`src/rtl/rmrc_pkg.sv`:
```
package rmrc_pkg;

  // ---------------------------------------------------------------
  // Register addresses
  // ---------------------------------------------------------------
  localparam logic [6:0] ADDR_RX_CTRL_ONE  = 7'h15;
  localparam logic [6:0] ADDR_RX_CTRL_TWO  = 7'h16;
  localparam logic [6:0] ADDR_RX_INT_FLAGS = 7'h06;

  // ---------------------------------------------------------------
  // Register fields, modes and buffer counts
  // ---------------------------------------------------------------
  localparam int C1_RECEIVE_ENABLE  = 7;
  localparam int C1_PARSE_DISABLE   = 6;
  localparam int C1_SECURITY_START  = 5;
  localparam int C1_APPEND_LQI      = 4;
  localparam int C1_APPEND_RSSI     = 3;
  localparam int C1_APPEND_CHDR     = 2;
  localparam int C1_APPEND_CFO      = 1;
  localparam logic [7:0] C1_RESET   = 8'h1E;
  localparam int C2_BUFFER_FULL     = 7;
  localparam int C2_DUP_REJECT      = 6;
  localparam int C2_RX_ACK_PENDING  = 5;
  localparam int C2_TX_ACK_PENDING  = 4;
  localparam int C2_AUTO_REPEAT     = 3;
  localparam int C2_AUTO_ACK        = 2;
  localparam int C2_ADAPT_CHANNEL   = 1;
  localparam int C2_ADAPT_RATE      = 0;
  localparam logic [7:0] C2_RESET   = 8'h00;
  localparam int IF_RECEIVE_DONE    = 7;
  localparam int IF_SEC_PASS        = 6;
  localparam int IF_SEC_FAIL        = 5;
  localparam int IF_DUPLICATE       = 3;
  localparam int IF_FILTERED        = 2;
  localparam int IF_OVERFLOW        = 1;
  localparam int IF_STREAM_TIMEOUT  = 0;
  localparam logic [7:0] IF_IMPL_MASK = 8'hEF;
  localparam logic [7:0] IF_RESET   = 8'h00;
  localparam logic [1:0] MODE_PACKET    = 2'h0;
  localparam logic [1:0] MODE_RX_STREAM = 2'h1;
  localparam logic [1:0] MODE_TX_STREAM = 2'h2;
  localparam logic [1:0] BUFS_PACKET    = 2'h1;
  localparam logic [1:0] BUFS_STREAM    = 2'h2;
  localparam logic [1:0] STATUS_FIELDS  = 2'h3;

endpackage : rmrc_pkg

```
`src/rtl/rmrc_receive_control.sv`:
```
// Notes on behaviour
// - Clearing receive enable aborts and drops frame
// - Entering rx-streaming sets receive enable, entering tx-streaming clears it
// - Radio listens for assessment and acks anyway
// - Parse disable skips parsing, checks CRC only
// - Security start runs, self-clears, raises pass/fail
// - Append link quality and signal strength bytes
// - Append channel, format, rate byte MSB first
// - Append frequency offset byte when enabled
// - Full buffer on valid frame gives overflow
// - Streaming full bit shows current buffer valid
// - Duplicate reject drops matching frame, flags it
// - Without reject duplicates are processed normally
// - Status bit mirrors last standard ack pending
// - Sent ack carries host ack-pending bit
// - Auto repeat retransmits frames with Repeat set
// - Auto acknowledge answers frames requesting ack
// - Adaptive channel takes ack channel from frame
// - Adaptive rate takes ack rate from frame
// - Receive done once per accepted frame
// - Filtered flag on frame rejected by filters
// - Interrupt flags clear when their register read
// - No free buffer drops frame with overflow
// - Mode codes select packet, rx-streaming and tx-streaming

module rmrc_fifo #(
  parameter int WIDTH = 8,
  parameter int DEPTH = 8
) (
  // Clock and reset
  input  wire logic             clk,
  input  wire logic             reset_n,
  // Fill side
  input  wire logic             in_valid,
  input  wire logic [WIDTH-1:0] in_data,
  output logic                  in_ready,
  // Drain side
  output logic                  out_valid,
  output logic [WIDTH-1:0]      out_data,
  input  wire logic             out_ready,
  // Level
  output logic                  empty
);
  localparam int AW = (DEPTH > 1) ? $clog2(DEPTH) : 1;

  initial begin
    if (DEPTH < 2 || WIDTH < 1) begin
      $error("rmrc_fifo: unsupported size");
    end
  end

  logic [WIDTH-1:0] mem [DEPTH];
  logic [AW-1:0]    wr_ptr;
  logic [AW-1:0]    rd_ptr;
  logic [AW:0]      count;
  logic             push;
  logic             pop;

  assign in_ready  = (count != (AW+1)'(DEPTH));
  assign out_valid = (count != '0);
  assign empty     = (count == '0);
  assign out_data  = mem[rd_ptr];
  assign push      = in_valid && in_ready;
  assign pop       = out_valid && out_ready;

  function automatic logic [AW-1:0] bump(input logic [AW-1:0] p);
    bump = (p == AW'(DEPTH - 1)) ? '0 : p + AW'(1);
  endfunction

  always_ff @(posedge clk) begin
    if (!reset_n) begin
      wr_ptr <= '0;
      rd_ptr <= '0;
      count  <= '0;
    end else begin
      if (push) begin
        mem[wr_ptr] <= in_data;
        wr_ptr      <= bump(wr_ptr);
      end
      if (pop) begin
        rd_ptr <= bump(rd_ptr);
      end
      count <= count + (AW+1)'(push) - (AW+1)'(pop);
    end
  end
endmodule // rmrc_fifo

module rmrc_receive_control #(
  parameter int FIFO_DEPTH = 8
) (
  // Clock and reset
  input  wire logic        clk,
  input  wire logic        reset_n,
  // Serial register port
  input  wire logic        spi_sck,
  input  wire logic        spi_cs_n,
  input  wire logic        spi_mosi,
  output logic             spi_miso,
  output logic             spi_miso_oe,
  // Mode and transmit configuration
  input  wire logic [1:0]  transceiver_mode,
  input  wire logic [3:0]  channel_number,
  input  wire logic [2:0]  data_rate_code,
  input  wire logic        crc_check_enable,
  // Radio listen requests
  input  wire logic        cca_request,
  input  wire logic        ack_wait,
  output logic             radio_rx_on,
  // Demodulated frame
  input  wire logic        rx_frame_start,
  input  wire logic        rx_byte_valid,
  input  wire logic [7:0]  rx_byte,
  output logic             rx_byte_ready,
  input  wire logic        rx_frame_end,
  input  wire logic        rx_crc_ok,
  input  wire logic        rx_filter_pass,
  input  wire logic        rx_is_ack,
  input  wire logic        rx_std_format,
  input  wire logic        rx_frame_pending,
  input  wire logic        rx_repeat,
  input  wire logic        rx_ack_request,
  input  wire logic [15:0] rx_src_addr,
  input  wire logic [7:0]  rx_seq_num,
  input  wire logic [3:0]  ack_info_channel,
  input  wire logic [2:0]  ack_info_rate,
  // Receive status vector
  input  wire logic [7:0]  rx_link_quality,
  input  wire logic [7:0]  rx_signal_strength,
  input  wire logic [3:0]  rx_channel,
  input  wire logic        frame_format_type,
  input  wire logic [2:0]  rx_data_rate,
  input  wire logic [7:0]  freq_offset_measurement,
  // Packet buffer write
  output logic             buf_wr_valid,
  output logic [7:0]       buf_wr_data,
  input  wire logic        buf_wr_ready,
  output logic             buf_commit,
  output logic             buf_discard,
  // Security engine
  output logic             sec_start,
  input  wire logic        sec_done,
  input  wire logic        sec_pass,
  // Transmit requests
  output logic             ack_tx_req,
  output logic [3:0]       ack_channel,
  output logic [2:0]       ack_rate,
  output logic             ack_frame_pending,
  output logic             repeat_tx_req,
  // Stream time-out event
  input  wire logic        stream_timeout
);
  initial begin
    if (FIFO_DEPTH < 2) begin
      $error("rmrc_receive_control: FIFO_DEPTH too small");
    end
  end

  // ---------------------------------------------------------------
  // State
  // ---------------------------------------------------------------
  typedef enum logic [1:0] {RMRC_IDLE, RMRC_RECV, RMRC_APPEND, RMRC_FINISH} rmrc_fsm_t;

  typedef struct packed {
    logic        sck_s1, sck_s2, sck_d, cs_s1, cs_s2, mosi_s1, mosi_s2;
    logic [2:0]  bit_cnt;
    logic [7:0]  rx_sh;
    logic [7:0]  tx_sh;
    logic        cmd_done;
    logic        wr_cmd;
    logic [6:0]  addr;
    logic        miso, miso_oe;
    logic [7:0]  ctrl_one;
    logic [7:0]  ctrl_two;
    logic [1:0]  full_cnt;
    logic [7:0]  flags;
    logic [1:0]  prev_mode;
    rmrc_fsm_t   fsm;
    logic        keep, aborted, good;
    logic [1:0]  app_idx;
    logic [31:0] status_vec;
    logic [15:0] last_src;
    logic [7:0]  last_seq;
    logic        last_valid;
    logic        commit, discard, sec_go, ack_req, rpt_req;
    logic [3:0]  ack_ch;
    logic [2:0]  ack_dr;
    logic        ack_fp, rx_on;
  } rmrc_state_t;

  rmrc_state_t st;
  rmrc_state_t next_st;

  logic       fifo_in_valid;
  logic [7:0] fifo_in_data;
  logic       fifo_in_ready;
  logic       fifo_empty;
  logic       fifo_out_valid;
  logic [7:0] fifo_out_data;

  function automatic logic [7:0] reg_read(input rmrc_state_t s);
    logic [7:0] v;
    v = 8'h00;
    case (s.addr)
      rmrc_pkg::ADDR_RX_CTRL_ONE: begin
        v = s.ctrl_one & 8'hFE;
      end
      rmrc_pkg::ADDR_RX_CTRL_TWO: begin
        v = s.ctrl_two;
        v[rmrc_pkg::C2_BUFFER_FULL] = (s.full_cnt != 2'h0);
      end
      rmrc_pkg::ADDR_RX_INT_FLAGS: begin
        v = s.flags & rmrc_pkg::IF_IMPL_MASK;
      end
      default: begin
        v = 8'h00;
      end
    endcase
    return v;
  endfunction

  // ---------------------------------------------------------------
  // Next state
  // ---------------------------------------------------------------
  always_comb begin
    logic       sck_rise;
    logic       sck_fall;
    logic [7:0] byte_in;
    logic [7:0] set_mask;
    logic [7:0] clr_mask;
    logic [1:0] buf_limit;
    logic       dup_hit;
    logic       take;
    sck_rise      = 1'b0;
    sck_fall      = 1'b0;
    byte_in       = 8'h00;
    set_mask      = 8'h00;
    clr_mask      = 8'h00;
    buf_limit     = rmrc_pkg::BUFS_PACKET;
    dup_hit       = 1'b0;
    take          = 1'b0;
    fifo_in_valid = 1'b0;
    fifo_in_data  = rx_byte;
    next_st       = st;
    next_st.commit  = 1'b0;
    next_st.discard = 1'b0;
    next_st.sec_go  = 1'b0;
    next_st.ack_req = 1'b0;
    next_st.rpt_req = 1'b0;

    // Pin synchronisers; first stages feed only second stages
    next_st.sck_s1  = spi_sck;
    next_st.sck_s2  = st.sck_s1;
    next_st.sck_d   = st.sck_s2;
    next_st.cs_s1   = spi_cs_n;
    next_st.cs_s2   = st.cs_s1;
    next_st.mosi_s1 = spi_mosi;
    next_st.mosi_s2 = st.mosi_s1;
    sck_rise = st.sck_s2 && !st.sck_d;
    sck_fall = !st.sck_s2 && st.sck_d;

    // Serial slave: command byte then one data byte, mode 0
    if (st.cs_s2) begin
      next_st.bit_cnt  = 3'h0;
      next_st.cmd_done = 1'b0;
      next_st.miso_oe  = 1'b0;
    end else begin
      next_st.miso_oe = 1'b1;
      if (sck_fall) begin
        next_st.miso  = st.tx_sh[7];
        next_st.tx_sh = {st.tx_sh[6:0], 1'b0};
      end
      if (sck_rise) begin
        byte_in         = {st.rx_sh[6:0], st.mosi_s2};
        next_st.rx_sh   = byte_in;
        next_st.bit_cnt = st.bit_cnt + 3'h1;
        if (st.bit_cnt == 3'h7) begin
          if (!st.cmd_done) begin
            next_st.cmd_done = 1'b1;
            next_st.wr_cmd   = byte_in[7];
            next_st.addr     = byte_in[6:0];
            next_st.tx_sh    = reg_read(next_st);
            if (!byte_in[7] && (byte_in[6:0] == rmrc_pkg::ADDR_RX_INT_FLAGS)) begin
              clr_mask = rmrc_pkg::IF_IMPL_MASK;
            end
          end else if (st.wr_cmd) begin
            case (st.addr)
              rmrc_pkg::ADDR_RX_CTRL_ONE: begin
                next_st.ctrl_one[7:6] = byte_in[7:6];
                next_st.ctrl_one[4:1] = byte_in[4:1];
                next_st.ctrl_one[0]   = 1'b0;
                if (byte_in[rmrc_pkg::C1_SECURITY_START] && !st.ctrl_one[rmrc_pkg::C1_SECURITY_START]) begin
                  next_st.ctrl_one[rmrc_pkg::C1_SECURITY_START] = 1'b1;
                  next_st.sec_go = 1'b1;
                end
              end
              rmrc_pkg::ADDR_RX_CTRL_TWO: begin
                next_st.ctrl_two[6]   = byte_in[6];
                next_st.ctrl_two[4:0] = byte_in[4:0];
                if (!byte_in[rmrc_pkg::C2_BUFFER_FULL] && (st.full_cnt != 2'h0)) begin
                  next_st.full_cnt = st.full_cnt - 2'h1;
                end
              end
              rmrc_pkg::ADDR_RX_INT_FLAGS: begin
                clr_mask = ~byte_in & rmrc_pkg::IF_IMPL_MASK;
              end
              default: begin
              end
            endcase
          end
        end
      end
    end

    // Hardware control of receive enable on mode changes
    if (transceiver_mode != st.prev_mode) begin
      if (transceiver_mode == rmrc_pkg::MODE_TX_STREAM) begin
        next_st.ctrl_one[rmrc_pkg::C1_RECEIVE_ENABLE] = 1'b0;
      end else if (transceiver_mode == rmrc_pkg::MODE_RX_STREAM) begin
        next_st.ctrl_one[rmrc_pkg::C1_RECEIVE_ENABLE] = 1'b1;
      end
    end
    next_st.prev_mode = transceiver_mode;
    if (transceiver_mode == rmrc_pkg::MODE_RX_STREAM) begin
      buf_limit = rmrc_pkg::BUFS_STREAM;
    end

    // Security completion
    if (st.ctrl_one[rmrc_pkg::C1_SECURITY_START] && sec_done) begin
      next_st.ctrl_one[rmrc_pkg::C1_SECURITY_START] = 1'b0;
      set_mask[rmrc_pkg::IF_SEC_PASS] = sec_pass;
      set_mask[rmrc_pkg::IF_SEC_FAIL] = !sec_pass;
    end
    set_mask[rmrc_pkg::IF_STREAM_TIMEOUT] = stream_timeout;

    // Frame handling
    case (st.fsm)
      RMRC_IDLE: begin
        if (rx_frame_start && st.ctrl_one[rmrc_pkg::C1_RECEIVE_ENABLE]) begin
          next_st.fsm     = RMRC_RECV;
          next_st.keep    = (st.full_cnt < buf_limit);
          next_st.aborted = 1'b0;
          next_st.good    = 1'b0;
        end
      end
      RMRC_RECV: begin
        fifo_in_valid = rx_byte_valid && st.keep && !st.aborted;
        if (!st.ctrl_one[rmrc_pkg::C1_RECEIVE_ENABLE]) begin
          next_st.aborted = 1'b1;
        end
        if (rx_frame_end) begin
          next_st.fsm        = RMRC_FINISH;
          next_st.app_idx    = 2'h0;
          next_st.status_vec = {rx_link_quality, rx_signal_strength,
                                rx_channel, frame_format_type, rx_data_rate,
                                freq_offset_measurement};
          dup_hit = st.last_valid && (rx_src_addr == st.last_src) && (rx_seq_num == st.last_seq);
          if (next_st.aborted) begin
            take = 1'b0;
          end else if (rx_is_ack) begin
            if (rx_std_format) begin
              next_st.ctrl_two[rmrc_pkg::C2_RX_ACK_PENDING] = rx_frame_pending;
            end
          end else if (st.ctrl_one[rmrc_pkg::C1_PARSE_DISABLE]) begin
            take = !crc_check_enable || rx_crc_ok;
          end else if (crc_check_enable && !rx_crc_ok) begin
            take = 1'b0;
          end else if (!rx_filter_pass) begin
            set_mask[rmrc_pkg::IF_FILTERED] = 1'b1;
          end else if (st.ctrl_two[rmrc_pkg::C2_DUP_REJECT] && dup_hit) begin
            set_mask[rmrc_pkg::IF_DUPLICATE] = 1'b1;
          end else begin
            take = 1'b1;
          end
          if (take && !st.keep) begin
            set_mask[rmrc_pkg::IF_OVERFLOW] = 1'b1;
          end else if (take) begin
            next_st.good = 1'b1;
            next_st.fsm  = RMRC_APPEND;
            set_mask[rmrc_pkg::IF_RECEIVE_DONE] = 1'b1;
            if (!st.ctrl_one[rmrc_pkg::C1_PARSE_DISABLE]) begin
              next_st.last_src   = rx_src_addr;
              next_st.last_seq   = rx_seq_num;
              next_st.last_valid = 1'b1;
              next_st.ack_req = st.ctrl_two[rmrc_pkg::C2_AUTO_ACK] && rx_ack_request;
              next_st.rpt_req = st.ctrl_two[rmrc_pkg::C2_AUTO_REPEAT] && rx_repeat;
              next_st.ack_fp  = st.ctrl_two[rmrc_pkg::C2_TX_ACK_PENDING];
              next_st.ack_ch  = (st.ctrl_two[rmrc_pkg::C2_ADAPT_CHANNEL] && !rx_std_format) ?
                                ack_info_channel : channel_number;
              next_st.ack_dr  = (st.ctrl_two[rmrc_pkg::C2_ADAPT_RATE] && !rx_std_format) ?
                                ack_info_rate : data_rate_code;
            end
          end
        end
      end
      RMRC_APPEND: begin
        // Order: link quality, signal strength, channel/format/rate, offset
        fifo_in_data = st.status_vec[8*(3-st.app_idx) +: 8];
        take = st.ctrl_one[rmrc_pkg::C1_APPEND_LQI - 32'(st.app_idx)];
        fifo_in_valid = take;
        if (!take || fifo_in_ready) begin
          next_st.app_idx = st.app_idx + 2'h1;
          if (st.app_idx == rmrc_pkg::STATUS_FIELDS) begin
            next_st.fsm = RMRC_FINISH;
          end
        end
      end
      RMRC_FINISH: begin
        // Commit only once every byte has left, so the marker follows the data
        if (fifo_empty) begin
          next_st.commit  = st.good;
          next_st.discard = !st.good;
          if (st.good) begin
            next_st.full_cnt = st.full_cnt + 2'h1;
          end
          next_st.fsm = RMRC_IDLE;
        end
      end
      default: begin
        next_st.fsm = RMRC_IDLE;
      end
    endcase

    // Hardware set wins over host clear
    next_st.flags = ((st.flags & ~clr_mask) | set_mask) & rmrc_pkg::IF_IMPL_MASK;
    next_st.ctrl_two[rmrc_pkg::C2_BUFFER_FULL] = (next_st.full_cnt != 2'h0);
    next_st.rx_on = next_st.ctrl_one[rmrc_pkg::C1_RECEIVE_ENABLE] || cca_request || ack_wait;
  end

  always_ff @(posedge clk) begin
    if (!reset_n) begin
      st          <= '0;
      st.ctrl_one <= rmrc_pkg::C1_RESET;
      st.ctrl_two <= rmrc_pkg::C2_RESET;
      st.flags    <= rmrc_pkg::IF_RESET;
      st.sck_s1   <= 1'b0;
      st.cs_s1    <= 1'b1;
      st.cs_s2    <= 1'b1;
      st.fsm      <= RMRC_IDLE;
    end else begin
      st <= next_st;
    end
  end

  // ---------------------------------------------------------------
  // Byte buffer toward the packet memory
  // ---------------------------------------------------------------
  rmrc_fifo #(
    .WIDTH (8),
    .DEPTH (FIFO_DEPTH)
  ) u_fifo (
    .clk       (clk),
    .reset_n   (reset_n),
    .in_valid  (fifo_in_valid),
    .in_data   (fifo_in_data),
    .in_ready  (fifo_in_ready),
    .out_valid (fifo_out_valid),
    .out_data  (fifo_out_data),
    .out_ready (buf_wr_ready),
    .empty     (fifo_empty)
  );

  assign buf_wr_valid      = fifo_out_valid;
  assign buf_wr_data       = fifo_out_data;
  assign rx_byte_ready     = fifo_in_ready && (st.fsm == RMRC_RECV);
  assign spi_miso          = st.miso;
  assign spi_miso_oe       = st.miso_oe;
  assign radio_rx_on       = st.rx_on;
  assign buf_commit        = st.commit;
  assign buf_discard       = st.discard;
  assign sec_start         = st.sec_go;
  assign ack_tx_req        = st.ack_req;
  assign ack_channel       = st.ack_ch;
  assign ack_rate          = st.ack_dr;
  assign ack_frame_pending = st.ack_fp;
  assign repeat_tx_req     = st.rpt_req;
endmodule // rmrc_receive_control

```
`config.mk`:
```
export PLATFORM = sky130hd
export DESIGN_NAME = rmrc_receive_control
export DESIGN_NICKNAME = d
export VERILOG_FILES = /design/src/rtl/rmrc_pkg.sv /design/src/rtl/rmrc_receive_control.sv
export SDC_FILE = /design/constraint.sdc
export NUM_CORES = 1
export LEC_CHECK = 0
export BUFFER_PORTS_ARGS = -buffer_cell sky130_fd_sc_hd__buf_2
export CAP_MARGIN = 0
export CORE_MARGIN = 2
export CORE_UTILIZATION = 47
export CTS_CLUSTER_DIAMETER = 50
export DETAILED_ROUTE_END_ITERATION = 8
export PLACE_DENSITY = 0.67
export SETUP_SLACK_MARGIN = 0.4
export SYNTH_ARGS = -nofsm -noshare
export SYNTH_HDL_FRONTEND = slang
export SYNTH_SLANG_ARGS = --single-unit
```
`constraint.sdc`:
```
create_clock -name clk -period 7.79 [get_ports clk]
set_input_delay 0.3895 -clock clk [delete_from_list [all_inputs] [get_ports clk]]
set_output_delay 0.3895 -clock clk [all_outputs]
set_load 0.02 [all_outputs]
```
== Word-level counts from Yosys, hierarchy flattened ==
Memory sizes are Yosys's and may differ from the RTL's. A register that Yosys moved wholly into a read port is not among the register bits.
Cells that the tools add are included.
Word-level totals
  memory bits (writable): 64
  memories kept: 1
  input port bits: 102
  logic and storage cells: 255
  output and inout port bits: 26
  bits in registers: 151
Operators by class
  $add $sub $neg: 10
  muxes and demuxes: 90
  equality and inequality tests: 26
  $lt $le $gt $ge: 2
  shift-type cells: 1
  reduce and logical (&&, ||, !) cells: 63
  bitwise operators: 17
Memory list
  u_fifo.mem: words 8, bits a word 8, rd ports 1, clocked after memory_dff 1, write ports 1, line rmrc_receive_control.sv:52  | logic [WIDTH-1:0] mem [DEPTH];
Operator list (number)
  two-way mux 8 bit: 15
  two-way mux 25 bit: 4
  two-way mux 60 bit: 1
  two-way mux 7 bit: 6
  two-way mux 17 bit: 2
  indexed part select 32 x 33 -> 8 bit: 1
  < comparator 32 x 4 -> 1 bit (second input constant): 1
  two-way mux 1 bit: 32
  two-way mux 2 bit: 15
  == test 7 x 5 -> 1 bit (second input constant): 4
  one-hot mux 8 bit (3 select lines): 1
  logical AND 1 bit: 21
  two-way mux 3 bit: 7
  AND reduction 5 bit: 4
  == test 16 bit: 1
  NOT 8 bit: 2
  == test 7 x 3 -> 1 bit (second input constant): 2
  inequality test 2 bit (second input constant): 7
  NOT 1 bit: 13
  logical NOT 1 bit: 12
  AND reduction 2 bit: 6
  AND reduction 6 bit: 2
  adder 3 x 1 -> 3 bit (second input constant): 3
  == test 3 bit (second input constant): 3
  31 further kinds: 44

== Depth between registers and ports, before layout ==
Gate-level depths: netlist of the first run.
  word-level depth: 17
  mapped depth: 12
  mapped depth without buffers: 12

== Hierarchy ==
From an unflattened synthesis of the first run, not the netlist that was laid out.
Unflattened totals
  cells, all modules: 924
  area, all modules: 9663.0 um2
Modules (own cells, without submodules)
  rmrc_receive_control: seq. area each 2782.7 um2, area each 6477.5 um2, times used 1, cells each 749
  rmrc_fifo: seq. area each 2182.1 um2, area each 3185.6 um2, times used 1, cells each 175

== Worst setup path before layout of the first run ==
Ideal clock, no wire load.
  path type: flip-flop to flip-flop
  from: register st[71] (netlist name)
  to: memory u_fifo.mem[5][0] (enable)
  path slack: 4.725 ns
  buffers on the path: 1
  clock period less this slack: 3.065 ns
  library setup time: 0.385 ns
  stages on the path, launching flop included: 10
  required time: 7.405 ns
  data arrival time: 2.679 ns
  path through: dfxtp_1 buf_2 inv_1 ha_1 mux2_2 a221o_1 a31oi_1 nor3b_4 nand3_1 nor3b_1
On the way
  cells in the longest elaborated chain, start to end: 8
Ends and longest elaborated chain
  start, declared: line rmrc_receive_control.sv:190  | rmrc_state_t st;
  start signal, assigned: line rmrc_receive_control.sv:440  | st <= next_st;
  subtractor 3 x 2 -> 4 bit: line rmrc_receive_control.sv:398  | take = st.ctrl_one[rmrc_pkg::C1_APPEND_LQI - 32'(st.app_idx)];
  binary-select mux 1 bit (select 3 bit): line rmrc_receive_control.sv:398
  two-way mux 1 bit (implied by the code): line rmrc_receive_control.sv:398
  one-hot mux 1 bit (2 select lines): line rmrc_receive_control.sv:336  | case (st.fsm)
  logical AND 1 bit: line rmrc_receive_control.sv:63  | assign push = in_valid && in_ready;
  named net u_fifo.push: line rmrc_receive_control.sv:56  | logic push;
  two-way mux 1 bit: line rmrc_receive_control.sv:76  | if (push) begin
  two-way mux 1 bit: line rmrc_receive_control.sv:71  | if (!reset_n) begin
  two-way mux 1 bit (implied by the code): line rmrc_receive_control.sv:77  | mem[wr_ptr] <= in_data;
  end, declared: line rmrc_receive_control.sv:52
The timed path passes the listed nets, and every way through them passes these cells. The select of a mux whose other input is x is not followed.

== Final worst setup path of the first run ==
  from: register st[71] (netlist name)
  to: memory u_fifo.mem[4][1] (enable)
The elaborated chain is that of the path after synthesis.

==> impl_metrics.tcl, run 1 <==
set metrics [dict create \
    p_int_w 0.00212 \
    drtPass1Iterations 5 \
    cts-root-buf "clkbuf_16" \
    num_vias 6878 \
    dpl.hpwl_um 14900 \
    critPathRequiredTime_ns 7.92 \
    setup_violations 0 \
    core_um2 19600 \
    cts_buffers 24 \
    whs_path_depth 2 \
    synth_edf_count 64 \
    maxCapViolCount 0 \
    synthCells 920 \
    switching_share_pct 25.6 \
    p_leak_nw 4.28 \
    p_sw_w 0.000731 \
    crit_arrival_ns 4.00 \
    max_slew_margin_pct 10.4 \
    synthMuxAreaShare_pct 11.6 \
    grt_max_degree 88 \
    async_reset_ff_share_pct 0 \
    synth_ff_type "dfxtp_1" \
    dp_cells 1257 \
    yosysWarningCount 0 \
    cts_resized 0 \
    start_util_pct 48.3 \
    synth_top_family_by_area "simple AND/OR/NAND/NOR gates" \
    synth_most_common_cell "dfxtp_1" \
    path_cells "inv_1 -> ha_1 -> mux2_2 -> a221o_1 -> a31oi_1 -> nor3b_4 -> nand3b_1 -> nor3b_1" \
    gp_congestion 0.824 \
    clock_skew_ns 0.0124 \
    cp-end-kind "flip-flop" \
    grtUsageTotal_pct 19.9 \
    drtIter0Drc 467 \
    final_max_slew_viol_count 0 \
    peakVddDrop_v 0.000170 \
    synth_area_leaders "dfxtp_1 (32%), edfxtp_1 (20%), mux4_2 (5.9%)" \
    antenna_cells 0 \
    ys_types 62 \
    area_delta_synth_final_pct 17.0 \
    port_buffers 127 \
    syn_area_per_cell_um2 10.3 \
    path_buf_inv 1 \
    r2r_cells 8 \
    viasPerCell 5.29 \
    netlist_top_cells_count "dfxtp_1 (152), nand2_1 (144), a21oi_1 (75), edfxtp_1 (64), o21ai_0 (57)" \
    drive_above_1_share_pct 22.4 \
    hold_violations 0 \
    die_w_um 146 \
    fin_util_pct 56.5 \
    fin_crit_ns 3.87 \
    ctsHoldBuffers 0 \
    synth_xor_area_share_pct 2.59 \
    grt_pass1_wl_um 34600 \
    grt-ovfl-total 0 \
    wl_um 21500 \
    rsz0062_at_grt "no" \
    p_per_area_nw_per_um2 258 \
    std_cell_rows 51 \
    die-area_um2 21300 \
    synthAdderAreaFrac_pct 2.86 \
    synth_top_area_cell "dfxtp_1" \
    seq_area_frac_synth_pct 52.5 \
    fillers 1725 \
    antenna_found_initial 2 \
    crit_family "simple AND/OR/NAND/NOR gates" \
    ant_nets 0 \
    p_seq_share_pct 44.3 \
    synthSimpleGateAreaFrac_pct 15.6 \
    critical_path_depth 8 \
    path_clk_slew_ns 0.06 \
    yosysTopAreaCellShare_pct 32.2 \
    p_clk_share_pct 41.5 \
    io_pins 128 \
    path_max_fanout 14 \
    clkLatencyLatePin_ns 0.52 \
    cts_htree_levels 1 \
    min_path_type "in -> reg" \
    drc 0 \
    synth_compound_area_share_pct 10.9 \
    post-cts-setup-buffers 0 \
    tightest_slew_ns 1.34 \
    comb_power_share_pct 14.2 \
    setup_tns_ns 0 \
    grt_pass1_vias 6790 \
    fmax_mhz 258 \
    post-place-ws_ns 3.92 \
    crit_path_start_kind "flip-flop" \
    die_y_um 146 \
    nets 1142 \
    synthesis.nets 1043 \
    status "complete, no violations" \
    critPathKind "reg -> reg" \
    drt-wirelength-per-cell_um 16.6 \
    cts.sinks 216 \
    syn_area_um2 9460 \
    layout.cells.non_filler 1301 \
    fin_ws_ns 3.92 \
    ys_ff_latch 216 \
    max_stage_delay_ns 1.12 \
    tritoncts "built" \
    slowest_stage "nor3b_1" \
    ctsLongestPathBuffers 3 \
    p_total_w 0.00285 \
    fin_crit_sh_pct 49.7 \
]
==> cell type report <==
type                       count  area, µm²  area share, %
clock inverter                13        193           1.74
inverter                      30        113           1.02
multi-input combinational    613       4140           37.4
tap                          265        332           3.00
timing repair buffer         134        688           6.22
sequential                   216       4960           44.8
clock buffer                  30        643           5.81
==> stage by stage <==
stage / hold WS [ns] / area [µm²]
global placement: 0.396 / 10200
floorplan: 0.386 / 9460
detailed placement: 0.393 / 10200
CTS: 0.0492 / 11100
global route: 0.0836 / 11100
finish: 0.0553 / 11100
==> cell families after synthesis <==
family / Yosys count
DFF: 216
muxes: 76
AOI/OAI and AO/OA: 176
and+or+nand+nor: 312
adders and majority gates: 21
xor gates and xnor gates: 28
buffers and inverters: 91
==> registers in the layout, summed over array words and instances, names as in the netlist, named ones only <==
signal	flops
st	119
u_fifo.mem	64
ack_channel	4
next_st	4
u_fifo.count	4
ack_rate	3
u_fifo.rd_ptr	3
u_fifo.wr_ptr	3
ack_frame_pending	1
ack_tx_req	1
buf_commit	1
buf_discard	1
radio_rx_on	1
repeat_tx_req	1
sec_start	1
spi_miso	1
spi_miso_oe	1
==> routing by layer <==
layer  GRT usage [%]  up-vias  part of all wire, %
met5               0        -                    0
met4            4.75        0                  1.4
met3            4.98       23                  7.2
met2            31.2      181                   45
met1            27.9     3222                   47
li1                -     3452                    -
==> power by group through the flow <==
stage | sequential, W | combinational [W] | clock [W]
2_1_floorplan | 0.00125 | 0.000320 | 0
3_3_place_gp | 0.00129 | 0.000400 | 0
3_5_place_dp | 0.00129 | 0.000407 | 0
4_1_cts | 0.00127 | 0.000409 | 0.00120
5_1_grt | 0.00127 | 0.000452 | 0.00126
6_report | 0.00126 | 0.000406 | 0.00118
==> placed cells by master (no fill, tap or decap), types with 7 or more instances in the layout <==
cell and count:
a21oi_1 75, and2_1 11, buf_2 127, buf_4 7
clkbuf_16 24, dfxtp_1 152, edfxtp_1 64, ha_1 20
inv_1 29, mux2_2 19, mux2i_1 32, mux4_2 25
nand2_1 144, nand2b_1 10, nand3_1 49, nor2_1 47
nor2b_1 9, nor3_1 10, o21ai_0 57, o31ai_1 7
xor2_1 25
==> final timing paths <==
kind / from / to / slack (ns)
min: spi_cs_n / next_st[138] / 0.06
max reg2reg: st[71] / u_fifo.mem[4][1] / 3.92
max: st[71] / u_fifo.mem[4][1] / 3.92
min reg2reg: next_st[138] / st[138] / 0.40
Power figures use the tool's default switching activity.
==> inputs of run 2 (changes only) <==
Settings changed: PLACE_DENSITY 0.67 to 0.7.
Clock period 7.79 ns to 3.52 ns, I/O delays scaled along.
==> run 2 against run 1 <==
Wire length grew 8.3%. Maximum frequency grew 36%. Sequential power grew 120%. Core utilization grew 4.9 points. Critical path type unchanged. Largest cell class unchanged. Highest routed layer unchanged.
==> impl_metrics.tcl, run 2 (same netlist as run 1, synthesis figures left out) <==
set metrics [dict create \
    cts.sinks 216 \
    p_leak_nw 4.70 \
    die_w_um 146 \
    area_delta_synth_final_pct 27.2 \
    grt-ovfl-total 0 \
    start_util_pct 48.3 \
    drive_above_1_share_pct 21.9 \
    io_pins 128 \
    ctsLongestPathBuffers 3 \
    reg_top3 "st x119, u_fifo.mem x64" \
    cp-end-kind "flip-flop" \
    std_cell_rows 51 \
    clkLatencyLatePin_ns 0.53 \
    fin_crit_ns 2.84 \
    crit_path_start_kind "flip-flop" \
    grt_pass1_vias 7526 \
    whs_path_depth 3 \
    max_slew_margin_pct 21.3 \
    antenna_found_initial 0 \
    core_um2 19600 \
    p_per_area_nw_per_um2 542 \
    drtIter0Drc 551 \
    fin_crit_sh_pct 80.8 \
    dpl.hpwl_um 14900 \
    die_y_um 146 \
    grt_pass1_wl_um 38400 \
    final_max_slew_viol_count 0 \
    drc 0 \
    critPathRequiredTime_ns 3.90 \
    r2r_cells 8 \
    antenna_cells 0 \
    hold_violations 0 \
    cts-root-buf "clkbuf_16" \
    drtPass1Iterations 5 \
    regMostFlops "st" \
    critPathKind "reg -> reg" \
    reg2reg_from "st[77]" \
    grtUsageTotal_pct 21.9 \
    post-place-ws_ns 0.689 \
    hp-start "data_rate_code[0]" \
    gp_congestion 0.858 \
    path_clk_slew_ns 0.06 \
    setup_violations 0 \
    final_cell_mix "dfxtp_1 (152), nand2_1 (144), buf_2 (127)" \
    path_max_fanout 38 \
    r2r_slack_ns 0.68 \
    cts_buffers 26 \
    setup_tns_ns 0 \
    port_buffers 127 \
    largest_reg_flops 119 \
    crit_arrival_ns 3.23 \
    hold_end "ack_rate[0]" \
    grt_max_degree 66 \
    clock_skew_ns 0.0176 \
    fmax_mhz 352 \
    wl_um 23300 \
    min_path_type "in -> reg" \
    nets 1234 \
    p_total_w 0.00653 \
    maxCapViolCount 0 \
    num_vias 7454 \
    fin_ws_ns 0.676 \
    die-area_um2 21300 \
    cts_htree_levels 1 \
    rsz0062_at_grt "no" \
    peakVddDrop_v 0.000324 \
    tritoncts "built" \
    tightest_slew_ns 1.18 \
    ant_nets 0 \
    drt-wirelength-per-cell_um 16.7 \
    status "complete, no violations" \
    r2r_end "st[33]" \
    layout_commonest_cell "dfxtp_1" \
    viasPerCell 5.34 \
]
-- run 2: cell count changes in the layout (fill, tap and decap cells not counted), sizes merged --
| cell | before | now |
|---|---|---|
| bufinv | 4 | 2 |
| clkinvlp | 0 | 4 |
| dlygate4sd3 | 0 | 80 |
| clkinv | 7 | 1 |
| buf | 134 | 144 |
| inv | 32 | 31 |
| clkbuf | 30 | 40 |
-- run 2: worst max-delay path, cell delays in order, from the launching register on --
cell and delay [ns]:
dfxtp_1 0.33, inv_1 0.08, ha_1 0.37, nand2_1 0.16, a2111oi_2 0.61, o2111ai_4 0.54, buf_12 0.35, nand3_1 0.11
o21ai_0 0.15
-- run 2: timing repair --
item                       4_1_cts  5_1_grt
setup buffers                    0        0
hold buffers                    80        0
resized for setup                0        1
hold endpoints to repair        75        0
setup endpoints to repair        0        1
-- run 2: worst max-delay path by stage --
stage / start / to / slack [ns] / cells past startpoint
after floorplan: st[71] / u_fifo.mem[5][0] / 0.46 / 9
after global placement: st[71] / u_fifo.mem[7][3] / 0.71 / 8
after detailed placement: st[71] / u_fifo.mem[7][3] / 0.69 / 8
after CTS: st[133] / radio_rx_on / 0.61 / 10
after global routing: st[77] / st[33] / 0.48 / 8
final: st[77] / st[33] / 0.68 / 8
-- run 2: metrics by stage --
stage / utilization, % / std cells / hold WS, ns / area (µm²)
floorplan: - / 920 / 0.277 / 9460
global placement: 52.7 / 1268 / 0.358 / 10300
finish: 61.5 / 1396 / 0.00406 / 12000
detailed placement: 52.7 / 1268 / 0.367 / 10300
global route: 61.5 / 1396 / 0.0273 / 12000
CTS: 61.4 / 1396 / 0.00305 / 12000
-- run 2: report_power, final --
part           total, W  internal (W)  switching, W
clock           0.00275       0.00172       0.00103
sequential      0.00276       0.00268     0.0000766
combinational   0.00102      0.000481      0.000541
-- run 2: routing by layer --
metal	vias to the layer above	share of wire, %	global-route usage (%)
met4	0	2.6	6.67
met2	231	47	36.2
met3	49	6.4	4.76
li1	3639	-	-
met5	-	0	0
met1	3535	44	28.9
-- run 2: cell type report --
cell class              count  area [µm²]
fillers                  1566        7550
flip-flops and latches    216        4960
multi-input cells         613        4140
repair buffers            224        1580
clock buffers              40         805
well taps                 265         332
inverters                  30         113
clock inverters             8         108
==> inputs of run 3 (changes only) <==
Clock period 3.52 ns to 2.4 ns, I/O delays scaled along.
==> run 3 against run 2 <==
The run now ends with negative setup slack left. Power up 50%. Hold slack better by 0.0038 ns. Sequential share of layout area down 4.3 points. Wire length up 19%. Clock power up 40%. Register-to-register slack worse by 0.68 ns. Critical path type unchanged. Largest power group unchanged.
==> impl_metrics.tcl, run 3 (same netlist as run 1, synthesis figures left out) <==
set metrics [dict create \
    status "complete, but fails checks" \
    violations "negative setup slack" \
    grt_pass1_vias 8146 \
    p_per_area_nw_per_um2 728 \
    grt_pass1_wl_um 42700 \
    fin_ws_ns -0.00725 \
    cts_buffers 25 \
    tightest_slew_ns 0.591 \
    fin_crit_ns 2.41 \
    path_buf_inv 2 \
    grt-ovfl-total 0 \
    p_seq_share_pct 41.2 \
    fin_crit_sh_pct 100 \
    area_delta_synth_final_pct 42.7 \
    dpl.hpwl_um 15400 \
    rsz0062_at_grt "yes" \
    critPathKind "reg -> reg" \
    io_pins 128 \
    max_stage_delay_ns 0.52 \
    layout.cells.non_filler 1455 \
    drtPass1Iterations 5 \
    p_leak_nw 5.25 \
    setup_tns_ns -0.00725 \
    cp-startpoint "st[77]" \
    grt_max_degree 54 \
    fillers 1341 \
    start_util_pct 48.3 \
    cts.sinks 216 \
    max_slew_margin_pct 60.5 \
    fmax_mhz 415 \
    path_clk_slew_ns 0.06 \
    ctsLongestPathBuffers 3 \
    cts-root-buf "clkbuf_16" \
    fin_util_pct 68.9 \
    grtUsageTotal_pct 24.7 \
    worstSetupEndpoint "u_fifo.count[1]" \
    post-place-ws_ns 0.0312 \
    critPathRequiredTime_ns 2.83 \
    num_vias 8084 \
    nets 1292 \
    path_max_fanout 4 \
    viasPerCell 5.56 \
    reg2reg_from "st[77]" \
    regMostFlops "st" \
    drtIter0Drc 531 \
    min_path_type "in -> reg" \
    peakVddDrop_v 0.000614 \
    p_int_w 0.00722 \
    r2r_slack_ns -0.007 \
    p_sw_w 0.00260 \
    largest_reg_flops 119 \
    cp-end-kind "flip-flop" \
    antenna_found_initial 2 \
    slowest_stage "fa_2" \
    final_max_slew_viol_count 0 \
    critical_path_depth 10 \
    path_common_cell "inv_2" \
    tritoncts "built" \
    path_cells "inv_2 -> ha_4 -> nand2_1 -> nor3_1 -> a31oi_4 -> nor3b_4 -> ha_2 -> inv_2 -> fa_2 -> nor2_1" \
    wl_um 27700 \
    r2r_end "u_fifo.count[1]" \
    clock_skew_ns 0.0186 \
    comb_power_share_pct 19.6 \
    reg_top3 "st x119, u_fifo.mem x64" \
    drt-wirelength-per-cell_um 19.0 \
    crit_path_start_kind "flip-flop" \
    hold_violations 0 \
    place_area_um2 10700 \
    die_w_um 146 \
    gp_congestion 0.834 \
    layout_commonest_cell "dfxtp_1" \
    clkLatencyLatePin_ns 0.54 \
    r2r_cells 10 \
    ant_nets 0 \
    dp_cells 1289 \
    setup_violations 1 \
    cts_htree_levels 1 \
    core_um2 19600 \
    final_cell_mix "dfxtp_1 (143), nand2_1 (141), buf_2 (119)" \
    die-area_um2 21300 \
    crit_arrival_ns 2.84 \
    maxCapViolCount 0 \
    switching_share_pct 26.5 \
    die_y_um 146 \
    port_buffers 127 \
    p_clk_share_pct 39.2 \
    drive_above_1_share_pct 32.7 \
    post-route-cell-area_um2 13500 \
    drc 0 \
    crit_family "adder cells" \
    std_cell_rows 51 \
]
[run 3: worst min path at each step]
stage	start	end	slack, ns	cells past startpoint
after floorplan	spi_cs_n	next_st[138]	0.22	1
after global placement	spi_cs_n	next_st[138]	0.31	2
after detailed placement	spi_cs_n	next_st[138]	0.32	2
after CTS	rx_filter_pass	st[83]	0.001	4
after global routing	rx_frame_start	st[74]	0.02	4
final	rx_frame_start	st[74]	0.008	4
[run 3: power by group through the flow]
stage          Clock [W]  Sequential, W  Combinational [W]
2_1_floorplan          0        0.00407            0.00108
3_3_place_gp           0        0.00409            0.00149
3_5_place_dp           0        0.00410            0.00150
4_1_cts          0.00390        0.00404            0.00183
5_1_grt          0.00406        0.00406            0.00208
6_report         0.00386        0.00404            0.00193
[run 3: metal layers]
metal	GRT usage, %	vias to the layer above	part of all wire, %
li1	-	3771	-
met1	31.4	3916	41
met4	10.1	0	4.4
met3	4.73	93	6.1
met2	41.6	304	49
met5	0	-	0
[run 3: timing repair]
action / 4_1_cts / 5_1_grt
hold buffers: 85 / 0
resized for setup: 107 / 60
setup endpoints to repair: 126 / 125
gates cloned: 11 / 0
buffers inserted: 15 / 7
hold endpoints to repair: 81 / 0
pin swaps: 31 / 28
[run 3: per-stage QoR]
step	hold slack, ns	power, W
5_1_grt	0.0226	0.0102
3_3_place_gp	0.309	0.00558
6_report	0.00785	0.00983
4_1_cts	0.00123	0.00976
3_5_place_dp	0.315	0.00560
2_1_floorplan	0.221	0.00515
[run 3: area by class of cell]
class,instances,area (µm²),area share (%)
multi-input combinational,613,4740,35.1
clock inverter,11,136,1.01
clock buffer,35,713,5.28
inverter,30,115,0.853
timing repair buffer,283,2480,18.4
sequential,216,4980,36.9
tap,265,332,2.46
antenna,2,5.00,0.0371
[run 3: worst min-delay path: cells and delay by family]
family | cells | cell delay, ns
simple gates | 1 | 0.04
compound gates | 2 | 0.22
buf+inv | 1 | 0.10
